<file path="config.mk">
export PLATFORM = sky130hd
export DESIGN_NAME = irq_enable_clear_regs
export DESIGN_NICKNAME = d
export VERILOG_FILES = /design/src/hw/iec_pkg.sv /design/src/hw/irq_enable_clear_regs.sv /design/src/hw/iec_enable_word.sv
export SDC_FILE = /design/constraint.sdc
export NUM_CORES = 1
export LEC_CHECK = 0
export BUFFER_PORTS_ARGS = -buffer_cell sky130_fd_sc_hd__clkbuf_2
export CAP_MARGIN = 20
export CORE_MARGIN = 1.5
export CORE_UTILIZATION = 53
export CTS_BUF_LIST = sky130_fd_sc_hd__clkbuf_16
export DETAILED_ROUTE_END_ITERATION = 8
export HOLD_SLACK_MARGIN = 0.02
export PLACE_DENSITY = 0.88
export SYNTH_ARGS = -nofsm -noshare
export SYNTH_HDL_FRONTEND = slang
export SYNTH_SLANG_ARGS = --single-unit
export TNS_END_PERCENT = 30
</file>
<file path="constraint.sdc">
create_clock -name sys_clk -period 5 [get_ports sys_clk]
set_input_delay 1 -clock sys_clk [delete_from_list [all_inputs] [get_ports sys_clk]]
set_output_delay 1 -clock sys_clk [all_outputs]
set_load 0.1 [all_outputs]
</file>
<file path="src/hw/iec_pkg.sv">
// package: register map, bit masks and reset values of the interrupt enable block
package iec_pkg;
   // byte offsets of the registers (no offsets given, so chosen here)
   localparam logic [7:0] ENABLE_SET_LOW_OFFSET = 8'h00;
   localparam logic [7:0] ENABLE_SET_HIGH_OFFSET = 8'h04;
   localparam logic [7:0] ENABLE_CLEAR_LOW_OFFSET = 8'h08;
   localparam logic [7:0] ENABLE_CLEAR_HIGH_OFFSET = 8'h0C;
   // decoded address width
   localparam int ADDR_BITS = 8;
   // implemented bits: low word is interrupts 0-4 and 6-31
   localparam logic [31:0] LOW_IMPL_MASK = 32'hFFFF_FFDF;
   // high word: bit 17 is irq 49, bits 10-8 irq 42-40, bits 1-0 irq 33-32
   localparam logic [31:0] HIGH_IMPL_MASK = 32'h0002_0703;
   // every enable is off after reset
   localparam logic [31:0] ENABLE_RESET = 32'h0000_0000;
   // axi response codes
   localparam logic [1:0] RESP_OKAY = 2'b00;
   localparam logic [1:0] RESP_SLVERR = 2'b10;
endpackage : iec_pkg

</file>
<file path="src/hw/irq_enable_clear_regs.sv">
// axi4-lite register block holding per-interrupt enable state with set and clear words
//
// The address map and register access over AXI4-Lite are this design's own decisions.
`timescale 1ns/1ps
module irq_enable_clear_regs (
   input wire logic sys_clk,
   input wire logic reset_n,
   input wire logic [7:0] s_axi_awaddr,
   input wire logic s_axi_awvalid,
   output logic s_axi_awready,
   input wire logic [31:0] s_axi_wdata,
   input wire logic [3:0] s_axi_wstrb,
   input wire logic s_axi_wvalid,
   output logic s_axi_wready,
   output logic [1:0] s_axi_bresp,
   output logic s_axi_bvalid,
   input wire logic s_axi_bready,
   input wire logic [7:0] s_axi_araddr,
   input wire logic s_axi_arvalid,
   output logic s_axi_arready,
   output logic [31:0] s_axi_rdata,
   output logic [1:0] s_axi_rresp,
   output logic s_axi_rvalid,
   input wire logic s_axi_rready,
   output logic [49:0] irqEnable
);
   // captured write address and data, with held flags
   logic [7:0] wrAddr;
   logic [7:0] next_wrAddr;
   logic [31:0] wrData;
   logic [31:0] next_wrData;
   logic haveAddr;
   logic next_haveAddr;
   logic haveData;
   logic next_haveData;
   logic [1:0] next_bresp;
   logic next_bvalid;
   logic [31:0] next_rdata;
   logic [1:0] next_rresp;
   logic next_rvalid;
   // enable words and their strobes
   logic [31:0] enableLow;
   logic [31:0] enableHigh;
   logic doWrite;
   logic setLowStb;
   logic setHighStb;
   logic clrLowStb;
   logic clrHighStb;
   // true when the address hits one of the four words
   function automatic logic isMapped(input logic [7:0] addr);
      isMapped = (addr == iec_pkg::ENABLE_SET_LOW_OFFSET)
              || (addr == iec_pkg::ENABLE_SET_HIGH_OFFSET)
              || (addr == iec_pkg::ENABLE_CLEAR_LOW_OFFSET)
              || (addr == iec_pkg::ENABLE_CLEAR_HIGH_OFFSET);
   endfunction : isMapped

   // accept address and data in either order; hold each until both arrived
   assign s_axi_awready = !haveAddr && !s_axi_bvalid;
   assign s_axi_wready = !haveData && !s_axi_bvalid;
   // read address taken only while no read answer is outstanding
   assign s_axi_arready = !s_axi_rvalid;
   assign doWrite = haveAddr && haveData && !s_axi_bvalid;

   // bytes not strobed count as zero, so they never disturb an enable;
   // masking at capture means the strobes need not be stored with the data
   function automatic logic [31:0] laneDataNow(input logic [31:0] d, input logic [3:0] s);
      logic [31:0] m;
      m = 32'h0000_0000;
      for (int i = 0; i < 4; i++) begin
         m[i*8 +: 8] = s[i] ? 8'hFF : 8'h00;
      end
      laneDataNow = d & m;
   endfunction : laneDataNow

   // strobes into the two enable words
   assign setLowStb = doWrite && (wrAddr == iec_pkg::ENABLE_SET_LOW_OFFSET);
   assign setHighStb = doWrite && (wrAddr == iec_pkg::ENABLE_SET_HIGH_OFFSET);
   assign clrLowStb = doWrite && (wrAddr == iec_pkg::ENABLE_CLEAR_LOW_OFFSET);
   assign clrHighStb = doWrite && (wrAddr == iec_pkg::ENABLE_CLEAR_HIGH_OFFSET);

   // low word: interrupts 0-4 and 6-31
   iec_enable_word #(
      .IMPL_MASK(iec_pkg::LOW_IMPL_MASK)
   ) lowWord (
      .sys_clk(sys_clk),
      .reset_n(reset_n),
      .setStrobe(setLowStb),
      .clearStrobe(clrLowStb),
      .writeData(wrData),
      .enableState(enableLow)
   );

   // high word: interrupts 32-33, 40-42 and 49
   iec_enable_word #(
      .IMPL_MASK(iec_pkg::HIGH_IMPL_MASK)
   ) highWord (
      .sys_clk(sys_clk),
      .reset_n(reset_n),
      .setStrobe(setHighStb),
      .clearStrobe(clrHighStb),
      .writeData(wrData),
      .enableState(enableHigh)
   );

   // flat per-interrupt enable vector for the pending and priority logic
   always_comb begin
      irqEnable = {enableHigh[17:0], enableLow};
   end

   // write channel next values
   always_comb begin
      next_wrAddr = wrAddr;
      next_wrData = wrData;
      next_haveAddr = haveAddr;
      next_haveData = haveData;
      next_bresp = s_axi_bresp;
      next_bvalid = s_axi_bvalid;
      // address beat
      if (s_axi_awvalid && s_axi_awready) begin
         next_wrAddr = s_axi_awaddr;
         next_haveAddr = 1'b1;
      end
      // data beat, masked by byte strobes at capture
      if (s_axi_wvalid && s_axi_wready) begin
         next_wrData = laneDataNow(s_axi_wdata, s_axi_wstrb);
         next_haveData = 1'b1;
      end
      // both parts present: perform and answer
      if (doWrite) begin
         next_haveAddr = 1'b0;
         next_haveData = 1'b0;
         next_bvalid = 1'b1;
         next_bresp = isMapped(wrAddr) ? iec_pkg::RESP_OKAY : iec_pkg::RESP_SLVERR;
      end else if (s_axi_bvalid && s_axi_bready) begin
         next_bvalid = 1'b0;
      end
   end

   // write channel registers
   always_ff @(posedge sys_clk or negedge reset_n) begin
      if (!reset_n) begin
         wrAddr <= 8'h00;
         wrData <= 32'h0000_0000;
         haveAddr <= 1'b0;
         haveData <= 1'b0;
         s_axi_bresp <= 2'b00;
         s_axi_bvalid <= 1'b0;
      end else begin
         wrAddr <= next_wrAddr;
         wrData <= next_wrData;
         haveAddr <= next_haveAddr;
         haveData <= next_haveData;
         s_axi_bresp <= next_bresp;
         s_axi_bvalid <= next_bvalid;
      end
   end

   // read channel: both set and clear words show the live enable state
   always_comb begin
      next_rdata = s_axi_rdata;
      next_rresp = s_axi_rresp;
      next_rvalid = s_axi_rvalid;
      if (s_axi_arvalid && s_axi_arready) begin
         next_rvalid = 1'b1;
         next_rresp = iec_pkg::RESP_OKAY;
         unique case (s_axi_araddr)
            iec_pkg::ENABLE_SET_LOW_OFFSET,
            iec_pkg::ENABLE_CLEAR_LOW_OFFSET: begin
               next_rdata = enableLow & iec_pkg::LOW_IMPL_MASK;
            end
            iec_pkg::ENABLE_SET_HIGH_OFFSET,
            iec_pkg::ENABLE_CLEAR_HIGH_OFFSET: begin
               next_rdata = enableHigh & iec_pkg::HIGH_IMPL_MASK;
            end
            default: begin
               // unmapped: zero data with slave error
               next_rdata = 32'h0000_0000;
               next_rresp = iec_pkg::RESP_SLVERR;
            end
         endcase
      end else if (s_axi_rvalid && s_axi_rready) begin
         next_rvalid = 1'b0;
      end
   end

   // read channel registers
   always_ff @(posedge sys_clk or negedge reset_n) begin
      if (!reset_n) begin
         s_axi_rdata <= 32'h0000_0000;
         s_axi_rresp <= 2'b00;
         s_axi_rvalid <= 1'b0;
      end else begin
         s_axi_rdata <= next_rdata;
         s_axi_rresp <= next_rresp;
         s_axi_rvalid <= next_rvalid;
      end
   end
endmodule : irq_enable_clear_regs

</file>
<file path="src/hw/iec_enable_word.sv">
// one 32-bit word of interrupt enable state with set and clear strobes
`timescale 1ns/1ps
module iec_enable_word #(
   parameter logic [31:0] IMPL_MASK = 32'hFFFF_FFFF
) (
   input wire logic sys_clk,
   input wire logic reset_n,
   input wire logic setStrobe,
   input wire logic clearStrobe,
   input wire logic [31:0] writeData,
   output logic [31:0] enableState
);
   // next enable state
   logic [31:0] next_enableState;

   // ones set or clear bits, zeros leave them alone; only implemented bits change
   always_comb begin
      next_enableState = enableState;
      if (setStrobe) begin
         next_enableState = next_enableState | (writeData & IMPL_MASK);
      end
      if (clearStrobe) begin
         next_enableState = next_enableState & ~(writeData & IMPL_MASK);
      end
   end

   // register the state; reset leaves all interrupts disabled
   always_ff @(posedge sys_clk or negedge reset_n) begin
      if (!reset_n) begin
         enableState <= iec_pkg::ENABLE_RESET;
      end else begin
         enableState <= next_enableState;
      end
   end
endmodule : iec_enable_word

</file>
# [Yosys cells after proc, flatten, opt, wreduce, memory -nomap -nowiden]
# Index checks and enable logic that the tools add are counted.
# Widths: inputs -> output; s select.
[op_classes] addsub=0 mul=0 div=0 n_lt_le_gt_ge=0 n_eq_ne=6 n_shift=0 n_mux=19 bitwise_logic=7 n_reduce_logical=29
[op_table] operator="$mux 32" count=4
[op_table] operator="$and 32x32->32" count=3
[op_table] operator="$pmux 32 s2" count=1
[op_table] operator="$eq 8x4->1 const B" count=4
[op_table] operator="$mux 8" count=4
[op_table] operator="$not 18->32" count=1
[op_table] operator="$not 32->32" count=1
[op_table] operator="$or 32x18->32" count=1
[op_table] operator="$or 32x32->32" count=1
[op_table] operator="$eq 8x3->1 const B" count=2
[op_table] operator="$logic_not 8->1" count=2
[op_table] operator="$logic_and 1x1->1" count=13
[op_table] operator="$mux 1" count=8
[op_table] operator="$reduce_bool 2->1" count=4
[op_table] operator="$logic_not 1->1" count=4
[op_table] operator="$mux 2" count=2
[op_table] operator="$reduce_or 2->1" count=2
[op_table] operator="$reduce_or 4->1" count=1
[op_table] operator="$logic_or 1x1->1" count=3
[totals] reg_bits=144 latchBits=0 mem_bits_rw=0 mem_bits_ro=0 in_bits=59 out_inout_bits=91 word_cells=72 n_memories=0

# [Longest topological paths before layout]
# Gate-level depths: netlist (run 1).
[logic_depth] ltp_word=6 depth_mapped=5 ltp_nobuf=3

# [Hierarchy]
# A second synthesis (run 1) with hierarchy kept.
[unflattened] cells_unflattened=476 area_unflattened_um2=4795.8
[modules_own_cells] module="irq_enable_clear_regs" instances=1 cells_per_inst=330 area_each_um2=3240.6 seq_area_each_um2=1926.8
[modules_own_cells] module="iec_enable_word (lowWord)" instances=1 cells_per_inst=101 area_each_um2=1146.1 seq_area_each_um2=775.7
[modules_own_cells] module="iec_enable_word (highWord)" instances=1 cells_per_inst=45 area_each_um2=409.1 seq_area_each_um2=150.1

# [Least setup slack after synthesis (run 1)]
# No wires, ideal clock.
[synth_timing] path_kind="reg-to-reg" start="register s_axi_bvalid" end="register wrAddr[0]" setup_ns=0.125 t_arrival_ns=3.120 required_time_ns=4.875 setup_slack_ns=1.755 path_stages_with_launch=5 path_buffers=1 period_less_slack_ns=3.245 path_cell_list="dfrtp_1 -> nor2_1 -> and2_1 -> clkbuf_1 -> mux2_2"
[synth_between] elab_chain_len=3
[synth_rtl] item="from (decl)" line_no="irq_enable_clear_regs.sv:16" rtl="output logic s_axi_bvalid,"
[synth_rtl] item="from (signal assigned)" line_no="irq_enable_clear_regs.sv:154" rtl="s_axi_bvalid <= next_bvalid;"
[synth_rtl] item="$logic_not 1->1" line_no="irq_enable_clear_regs.sv:58" rtl="assign s_axi_awready = !haveAddr && !s_axi_bvalid;"
[synth_rtl] item="$logic_and 1x1->1" line_no="irq_enable_clear_regs.sv:58"
[synth_rtl] item="net s_axi_awready" line_no="irq_enable_clear_regs.sv:10" rtl="output logic s_axi_awready,"
[synth_rtl] item="$logic_and 1x1->1" line_no="irq_enable_clear_regs.sv:119" rtl="if (s_axi_awvalid && s_axi_awready) begin"
[synth_rtl] item="to (signal assigned)" line_no="irq_enable_clear_regs.sv:149" rtl="wrAddr <= next_wrAddr;"
[synth_rtl] item="to (decl)" line_no="irq_enable_clear_regs.sv:28" rtl="logic [7:0] wrAddr;"
# The timed path passes the listed nets, and every way through them passes these cells.
# A chain may end at the register's enable or synchronous reset.

==> reports/metrics.csv, run 1 <==
metric;value;unit
cp_max_fo;39;
path_cells;or4_1, buf_4, or4_2, o31ai_1;
hold_buffers;0;
root_buffer;clkbuf_16;
wire_per_inst;16.0;um
dieArea;10600;sq um
final_cells;800;
first_pass_iters;6;
core-area;9770;sq um
antenna_left;0;
clk_latency;0.41;ns
power_density;587;nW/um^2
antenna_found_initial;0;
grt-ovfl-total;0;
post_cts_resized;0;
die_w;103;um
worst_hold_path_type;register to register;
dp.cells;767;
cts_inserted_buffers;17;
finalSetupViolations;0;
post_cts_buffers;0;
nFillCells;769;
start_util;0.544;
min_period;2.76;ns
holdWs;0.473;ns
hpwl;8.39;mm
r2r_start;wrAddr[5];
antenna_cells;0;
cts_tree;built;
clock-sinks;113;
place_ws;2.27;ns
p_leak;3.10;nW
worstHoldPathCells;2;
wirelength;12.8;mm
place.gp.congestion;0.820;
crit_path_top_delay_cell;or4_2;
critPathRequiredTime;5.30;ns
layout-drive-gt1-share;0.312;
final_nets;713;
setup_slack;2.24;ns
portBuffers;131;
end_kind;register;
io_pins;150;
status;completed;
setup_tns;0;ns
design_area;6570;sq um
grt_max_degree;87;
first_iter_violations;235;
htreeDepth;4;
grtUsageTotal;0.252;
finalHoldViolCount;0;
ys_seq_area_frac;0.532;
yosys_warnings;0;
critPathArrivalTime;3.07;ns
worst_pin_slew;1.08;ns
placedInstanceArea;5940;sq um
slowest_delay;1.11;ns
grt_pass1_vias;3965;
critPathKind;register to register;
max_slew_margin;0.277;
final_util;0.672;
fmax;0.362;GHz
vias_per_cell;5.40;
grt_pass1_wl;20.2;mm
drc_errors;0;
hold_end;s_axi_rdata[29];
netlist_instances;543;
drv_slew;0;
syn_area_per_cell;9.80;sq um
period_share;0.552;
ir_worst_vdd;0.540;mV
syn_to_final_growth;23.5;%
cts_max_path_buffers;2;
reg2reg_slack;2.24;ns
rsz0062_at_grt;false;
start_kind;register;
drv_cap;0;
clk_pin_slew;0.05;ns
syn-cell-area;5320;sq um
ys_types;30;
finalPower;3.86;mW
vias;4317;
synth-seq-cells;113;
die_height;103;um
rr_worst_depth;4;
num_rows;36;
min_from;s_axi_rdata[29];
finClkSkew;0.00747;ns
[cell usage after synthesis, drive strengths merged]
cell / number / share of area
a21o: 1 / 0.0014
a21oi: 1 / 0.00094
a31oi: 1 / 0.0012
and2: 1 / 0.0012
buf: 25 / 0.034
clkbuf: 36 / 0.025
conb: 1 / 0.00070
dfrtp: 113 / 0.53
inv: 39 / 0.028
mux2: 9 / 0.019
mux2i: 12 / 0.023
nand2: 125 / 0.088
nand2b: 32 / 0.038
nand3: 1 / 0.00094
nand3b: 1 / 0.0014
nand4b: 1 / 0.0016
nor2: 6 / 0.0042
nor2b: 1 / 0.0012
nor4: 6 / 0.0071
o21ai: 59 / 0.056
o31ai: 37 / 0.080
o41ai: 31 / 0.051
or2: 1 / 0.0012
or3b: 1 / 0.0016
or4: 2 / 0.0028
[worst max-delay path, delay by kind of cell, from the launching register on]
| family | cells | cell delay [ns] |
|---|---|---|
| buffers and inverters | 1 | 0.29 |
| DFF | 1 | 0.37 |
| AOI/OAI and AO/OA | 1 | 0.37 |
| and+or+nand+nor | 2 | 1.62 |
[cell usage in the layout, fill, tap and decap left out, types with 2 or more instances in the layout]
master | netlist | routed
clkbuf_2 | 0 | 130
nand2_1 | 125 | 125
dfrtp_1 | 113 | 112
o21ai_0 | 58 | 58
inv_1 | 39 | 40
nand2b_1 | 32 | 32
o41ai_1 | 31 | 31
o31ai_2 | 30 | 30
clkbuf_16 | 0 | 17
conb_1 | 1 | 16
mux2i_1 | 12 | 12
mux2_2 | 9 | 9
o31ai_1 | 7 | 7
nor2_1 | 6 | 6
nor4_1 | 6 | 6
buf_4 | 16 | 6
clkinv_2 | 0 | 5
bufinv_16 | 0 | 4
clkinv_1 | 0 | 3
clkinvlp_4 | 0 | 2
[cells by family after synthesis]
| family | count (synthesis) | synth area share |
|---|---|---|
| other cells | 1 | 0.000705 |
| mux | 21 | 0.0416 |
| buf+inv | 100 | 0.0865 |
| compound gates | 130 | 0.190 |
| simple gates | 178 | 0.149 |
| flops | 113 | 0.532 |
[cell type report]
| type | instances | area [sq um] | share of cell area |
|---|---|---|---|
| multi-input cells | 345 | 2090 | 0.318 |
| inverters | 39 | 146 | 0.0223 |
| flip-flops and latches | 113 | 2830 | 0.430 |
| well taps | 133 | 166 | 0.0253 |
| repair buffers | 138 | 738 | 0.112 |
| clock inverters | 15 | 175 | 0.0267 |
| clock buffers | 17 | 425 | 0.0647 |
[worst max-delay path by stage]
stage	startpoint	end	slack, ns	depth (start not counted)
5_1_grt	wrAddr[5]	register	2.13	4
2_1_floorplan	s_axi_bvalid	wrAddr[0]	1.76	4
3_5_place_dp	wrAddr[5]	register	2.27	4
4_1_cts	wrAddr[5]	register	2.23	4
3_3_place_gp	wrAddr[5]	register	2.29	4
6_report	wrAddr[5]	register	2.24	4
[layer usage]
layer / part of all wire / routed length [um] / up-vias / track usage
met5: 0 / 0 / - / 0
met2: 0.48 / 6130 / 151 / 0.387
li1: - / - / 2048 / -
met1: 0.45 / 5780 / 2092 / 0.353
met3: 0.049 / 622 / 26 / 0.0578
met4: 0.022 / 284 / 0 / 0.0967
[power breakdown]
| group | internal (mW) | leakage (nW) | switching (mW) |
|---|---|---|---|
| sequential | 1.10 | 1.51 | 0.270 |
| combinational | 0.286 | 1.29 | 0.979 |
| clock | 0.819 | 0.296 | 0.402 |
| total | 2.21 | 3.10 | 1.65 |
Power figures use the tool's default switching activity.
==> inputs of run 2 (changes only) <==
- CORE_UTILIZATION: 53 -> 47
- PLACE_DENSITY: 0.88 -> 0.83
- clock period: 5 -> 2.5 ns (I/O delays scaled with it)
==> run 2 against run 1 <==
  * Non-clock buffer count rose by 6
  * First-iteration DRC count grew 31%
  * Clock-buffer cell count is the same
  * Register-to-register slack lost 2.0 ns
  * Maximum frequency up 24%
  * Global-route usage decreased by 1.7 points
  * Clock skew shrank 0.00071 ns
  * Cell count up 1.6%
  * Hold slack worse by 0.41 ns
  * Cell area increased by 0.70%
  * Highest routed layer unchanged
  * Largest power group is now combinational cells
  * Sequential cell count is the same
==> reports/metrics.csv, run 2 (synthesis results as in run 1) <==
metric;value;unit
status;completed;
p_leak;3.12;nW
holdWs;0.0667;ns
clk_latency;0.41;ns
final_common_cell;clkbuf_2;
htreeDepth;4;
portBuffers;131;
final_util;0.605;
regArea;2830;sq um
first_pass_iters;5;
vias_per_cell;5.34;
rr_worst_depth;4;
root_buffer;clkbuf_16;
first_iter_violations;309;
grt-ovfl-total;0;
antenna_found_initial;0;
vias;4338;
cts_inserted_buffers;17;
syn_to_final_growth;24.4;%
critPathArrivalTime;2.52;ns
io_pins;150;
grtUsageTotal;0.235;
start_kind;register;
setup_tns;0;ns
wirelength;13.3;mm
cp_max_fo;31;
rsz0062_at_grt;false;
cts_max_path_buffers;2;
clk_pin_slew;0.05;ns
die_height;109;um
layout-drive-gt1-share;0.321;
antenna_cells;0;
cts_tree;built;
hold_buffers;0;
place.gp.congestion;0.774;
place_ws;0.316;ns
final_nets;719;
drv_cap;0;
antenna_left;0;
die_w;109;um
grt_pass1_vias;4155;
hpwl;9.06;mm
worst_pin_slew;0.568;ns
finalSetupViolations;0;
nFillCells;906;
num_rows;38;
grt_pass1_wl;21.2;mm
finalHoldViolCount;0;
dieArea;12000;sq um
min_period;2.22;ns
period_share;0.888;
core-area;10900;sq um
critPathRequiredTime;2.80;ns
worst_hold_path_type;input port to async pin;
dp.cells;780;
drv_slew;0;
end_kind;register;
layout_common_cells;130 x clkbuf_2, 125 x nand2_1, 112 x dfrtp_1;
clock-sinks;113;
critPathKind;register to register;
post_cts_buffers;0;
drc_errors;0;
max_slew_margin;0.623;
wire_per_inst;16.4;um
setup_slack;0.280;ns
final_cells;813;
post_cts_resized;0;
fmax;0.450;GHz
start_util;0.486;
grt_max_degree;63;
power_density;1160;nW/um^2
ir_worst_vdd;1.34;mV
multi_input_area;2100;sq um
finClkSkew;0.00676;ns
-- run 2: cell count changes in the layout (fill, tap and decap cells not counted) --
cell	delta
buf_12	+3
buf_16	-1
buf_4	+5
buf_8	-1
bufinv_16	-1
clkinv_2	+1
nor2_1	-1
nor2_4	+1
or3b_1	-1
or3b_2	+1
-- run 2: worst max-delay path, stage by stage (launching register included) --
cell	delay (ns)
dfrtp_1	0.38
or4_1	0.53
or4_2	0.61
buf_4	0.31
o31ai_2	0.27
-- run 2: per-stage QoR --
| step | total power [mW] | cell area, sq um |
|---|---|---|
| 6_report | 7.70 | 6620 |
| 3_5_place_dp | 5.35 | 6020 |
| 4_1_cts | 7.72 | 6600 |
| 5_1_grt | 8.06 | 6620 |
| 3_3_place_gp | 5.24 | 6020 |
| 2_1_floorplan | 4.73 | 5380 |
-- run 2: routing by layer --
metal / global-route usage / up-vias / part of all wire
li1: - / 2053 / -
met1: 0.322 / 2086 / 0.43
met2: 0.354 / 176 / 0.48
met3: 0.0575 / 23 / 0.064
met4: 0.108 / 0 / 0.022
met5: 0 / - / 0
-- run 2: layout make-up --
class / count / share of cell area
clock buffers: 17 / 0.0643
repair buffers: 144 / 0.120
flip-flops and latches: 113 / 0.427
inverters: 39 / 0.0221
well taps: 140 / 0.0265
multi-input cells: 345 / 0.317
clock inverters: 15 / 0.0227
-- run 2: worst paths after layout --
kind,start,end,slack [ns]
max,wrAddr[5],register,0.28
min,reset_n,wrData[22],0.07
max reg2reg,wrAddr[5],register,0.28
min reg2reg,s_axi_rdata[28],s_axi_rdata[28],0.47
max in group asynchronous,reset_n,async pin,1.82
min in group sys_clk,s_axi_bready,s_axi_bvalid,0.27
-- run 2: where the power goes --
group	switching (mW)	internal, mW	total (mW)
clock	0.814	1.54	2.35
combinational	2.14	0.618	2.76
sequential	0.390	2.21	2.60
==> inputs of run 3 (changes only) <==
- CORE_UTILIZATION: 47 -> 46
- SYNTH_HIERARCHICAL: unset -> 1
==> run 3 against run 2 <==
  * Sequential power about the same
  * Sequential share of layout area increased by 4.9 points
  * Global-route usage shrank 2.0 points
  * Clock skew is 0.0031 ns higher
  * Clock-buffer cell count unchanged
  * Critical path type unchanged
  * First-iteration DRC count is 41% lower
  * Area after synthesis fell by 13%
==> reports/metrics.csv, run 3 <==
metric;value;unit
cts_tree;built;
startpoint;wrAddr[1];
power_density;1080;nW/um^2
die_height;104;um
critPathKind;register to register;
finalSetupViolations;0;
vias_per_cell;5.01;
critPathArrivalTime;2.43;ns
cts_inserted_buffers;17;
final_nets;643;
hpwl;7.28;mm
num_rows;36;
cts_max_path_buffers;2;
core-area;9770;sq um
first_iter_violations;182;
end_kind;register;
grt_pass1_vias;3665;
drc_errors;0;
finalHoldViolCount;0;
status;completed;
route.met2.wl;5.45;mm
ir_worst_vdd;0.910;mV
grt_pass1_wl;18.0;mm
start_util;0.476;
cp_max_fo;6;
met3WireLength;594;um
root_buffer;clkbuf_16;
finClkSkew;0.00987;ns
rsz0062_at_grt;false;
post_cts_buffers;0;
io_pins;150;
htreeDepth;4;
final_common_cell;clkbuf_2;
holdWs;0.122;ns
p_leak;2.99;nW
syn_area_per_cell;10.2;sq um
place.gp.congestion;0.767;
worst_pin_slew;0.738;ns
clk_pin_slew;0.05;ns
antenna_cells;0;
first_pass_iters;4;
rr_worst_depth;4;
grtUsageTotal;0.215;
reg2reg_slack;0.32;ns
die_w;104;um
syn_to_final_growth;27.7;%
portBuffers;131;
hold_buffers;0;
grt-ovfl-total;0;
r2r_start;wrAddr[1];
syn-cell-area;4650;sq um
top_regs;lowWord/enableState: 31 flops, s_axi_rdata: 31 flops, wrData: 31 flops;
max_slew_margin;0.506;
design_area;5940;sq um
drv_slew;0;
final_cells;729;
start_kind;register;
yosys_warnings;6;
met1_length;4.45;mm
endpoint;highWord/enableState[0];
dieArea;10700;sq um
min_period;2.18;ns
clock-sinks;113;
vias;3653;
antenna_found_initial;0;
grt_max_degree;64;
wire_per_inst;14.7;um
post_cts_resized;0;
period_share;0.871;
netlist_instances;458;
clk_latency;0.41;ns
critPathRequiredTime;2.75;ns
final_util;0.608;
layout-drive-gt1-share;0.342;
layout_common_cells;130 x clkbuf_2, 122 x nand2_1, 112 x dfrtp_1;
worst_hold_path_type;input port to async pin;
wirelength;10.7;mm
placedInstanceArea;5360;sq um
antenna_left;0;
drv_cap;0;
dp.cells;697;
r2r-end;highWord/enableState[0];
fmax;0.459;GHz
setup_tns;0;ns
routed.top_layer;met4;
==> run 3: per-stage QoR <==
stage / setup slack (ns) / total power [mW]
final: 0.323 / 6.45
after global routing: 0.173 / 6.76
after CTS: 0.282 / 6.46
after detailed placement: 0.301 / 4.22
after global placement: 0.385 / 4.15
after floorplan: 0.150 / 3.87
==> run 3: critical path, stage by stage (launching register included) <==
cell and delay (ns):
dfrtp_1 0.37, or4_1 0.50, or4_1 0.52, nor2_1 0.51, a21oi_1 0.14
==> run 3: power breakdown <==
group          internal, mW  switching (mW)
sequential             2.22           0.343
clock                  1.43           0.787
combinational         0.368            1.29
total                  4.03            2.42
==> run 3: metal layers <==
metal	vias to the layer above	GRT usage
met1	1741	0.264
met2	122	0.355
li1	1766	-
met3	24	0.0629
met5	-	0
met4	0	0.0962
==> run 3: worst min path at each step <==
| stage | endpoint | slack (ns) | depth (start not counted) | from |
|---|---|---|---|---|
| 3_5_place_dp | lowWord/enableState[19] | 0.46 | 1 | wrData[19] |
| 5_1_grt | lowWord/enableState[4] | 0.18 | 1 | reset_n |
| 4_1_cts | s_axi_rdata[7] | 0.16 | 1 | reset_n |
| 3_3_place_gp | lowWord/enableState[6] | 0.45 | 1 | wrData[6] |
| 2_1_floorplan | haveAddr | 0.20 | 0 | reset_n |
| 6_report | lowWord/enableState[6] | 0.12 | 1 | reset_n |
==> run 3: cell type report <==
cell class | count | area [sq um]
clock buffers | 17 | 425
well taps | 133 | 166
multi-input cells | 309 | 1600
fillers | 843 | 3830
flip-flops and latches | 113 | 2830
repair buffers | 140 | 783
clock inverters | 14 | 126
inverters | 3 | 11.3
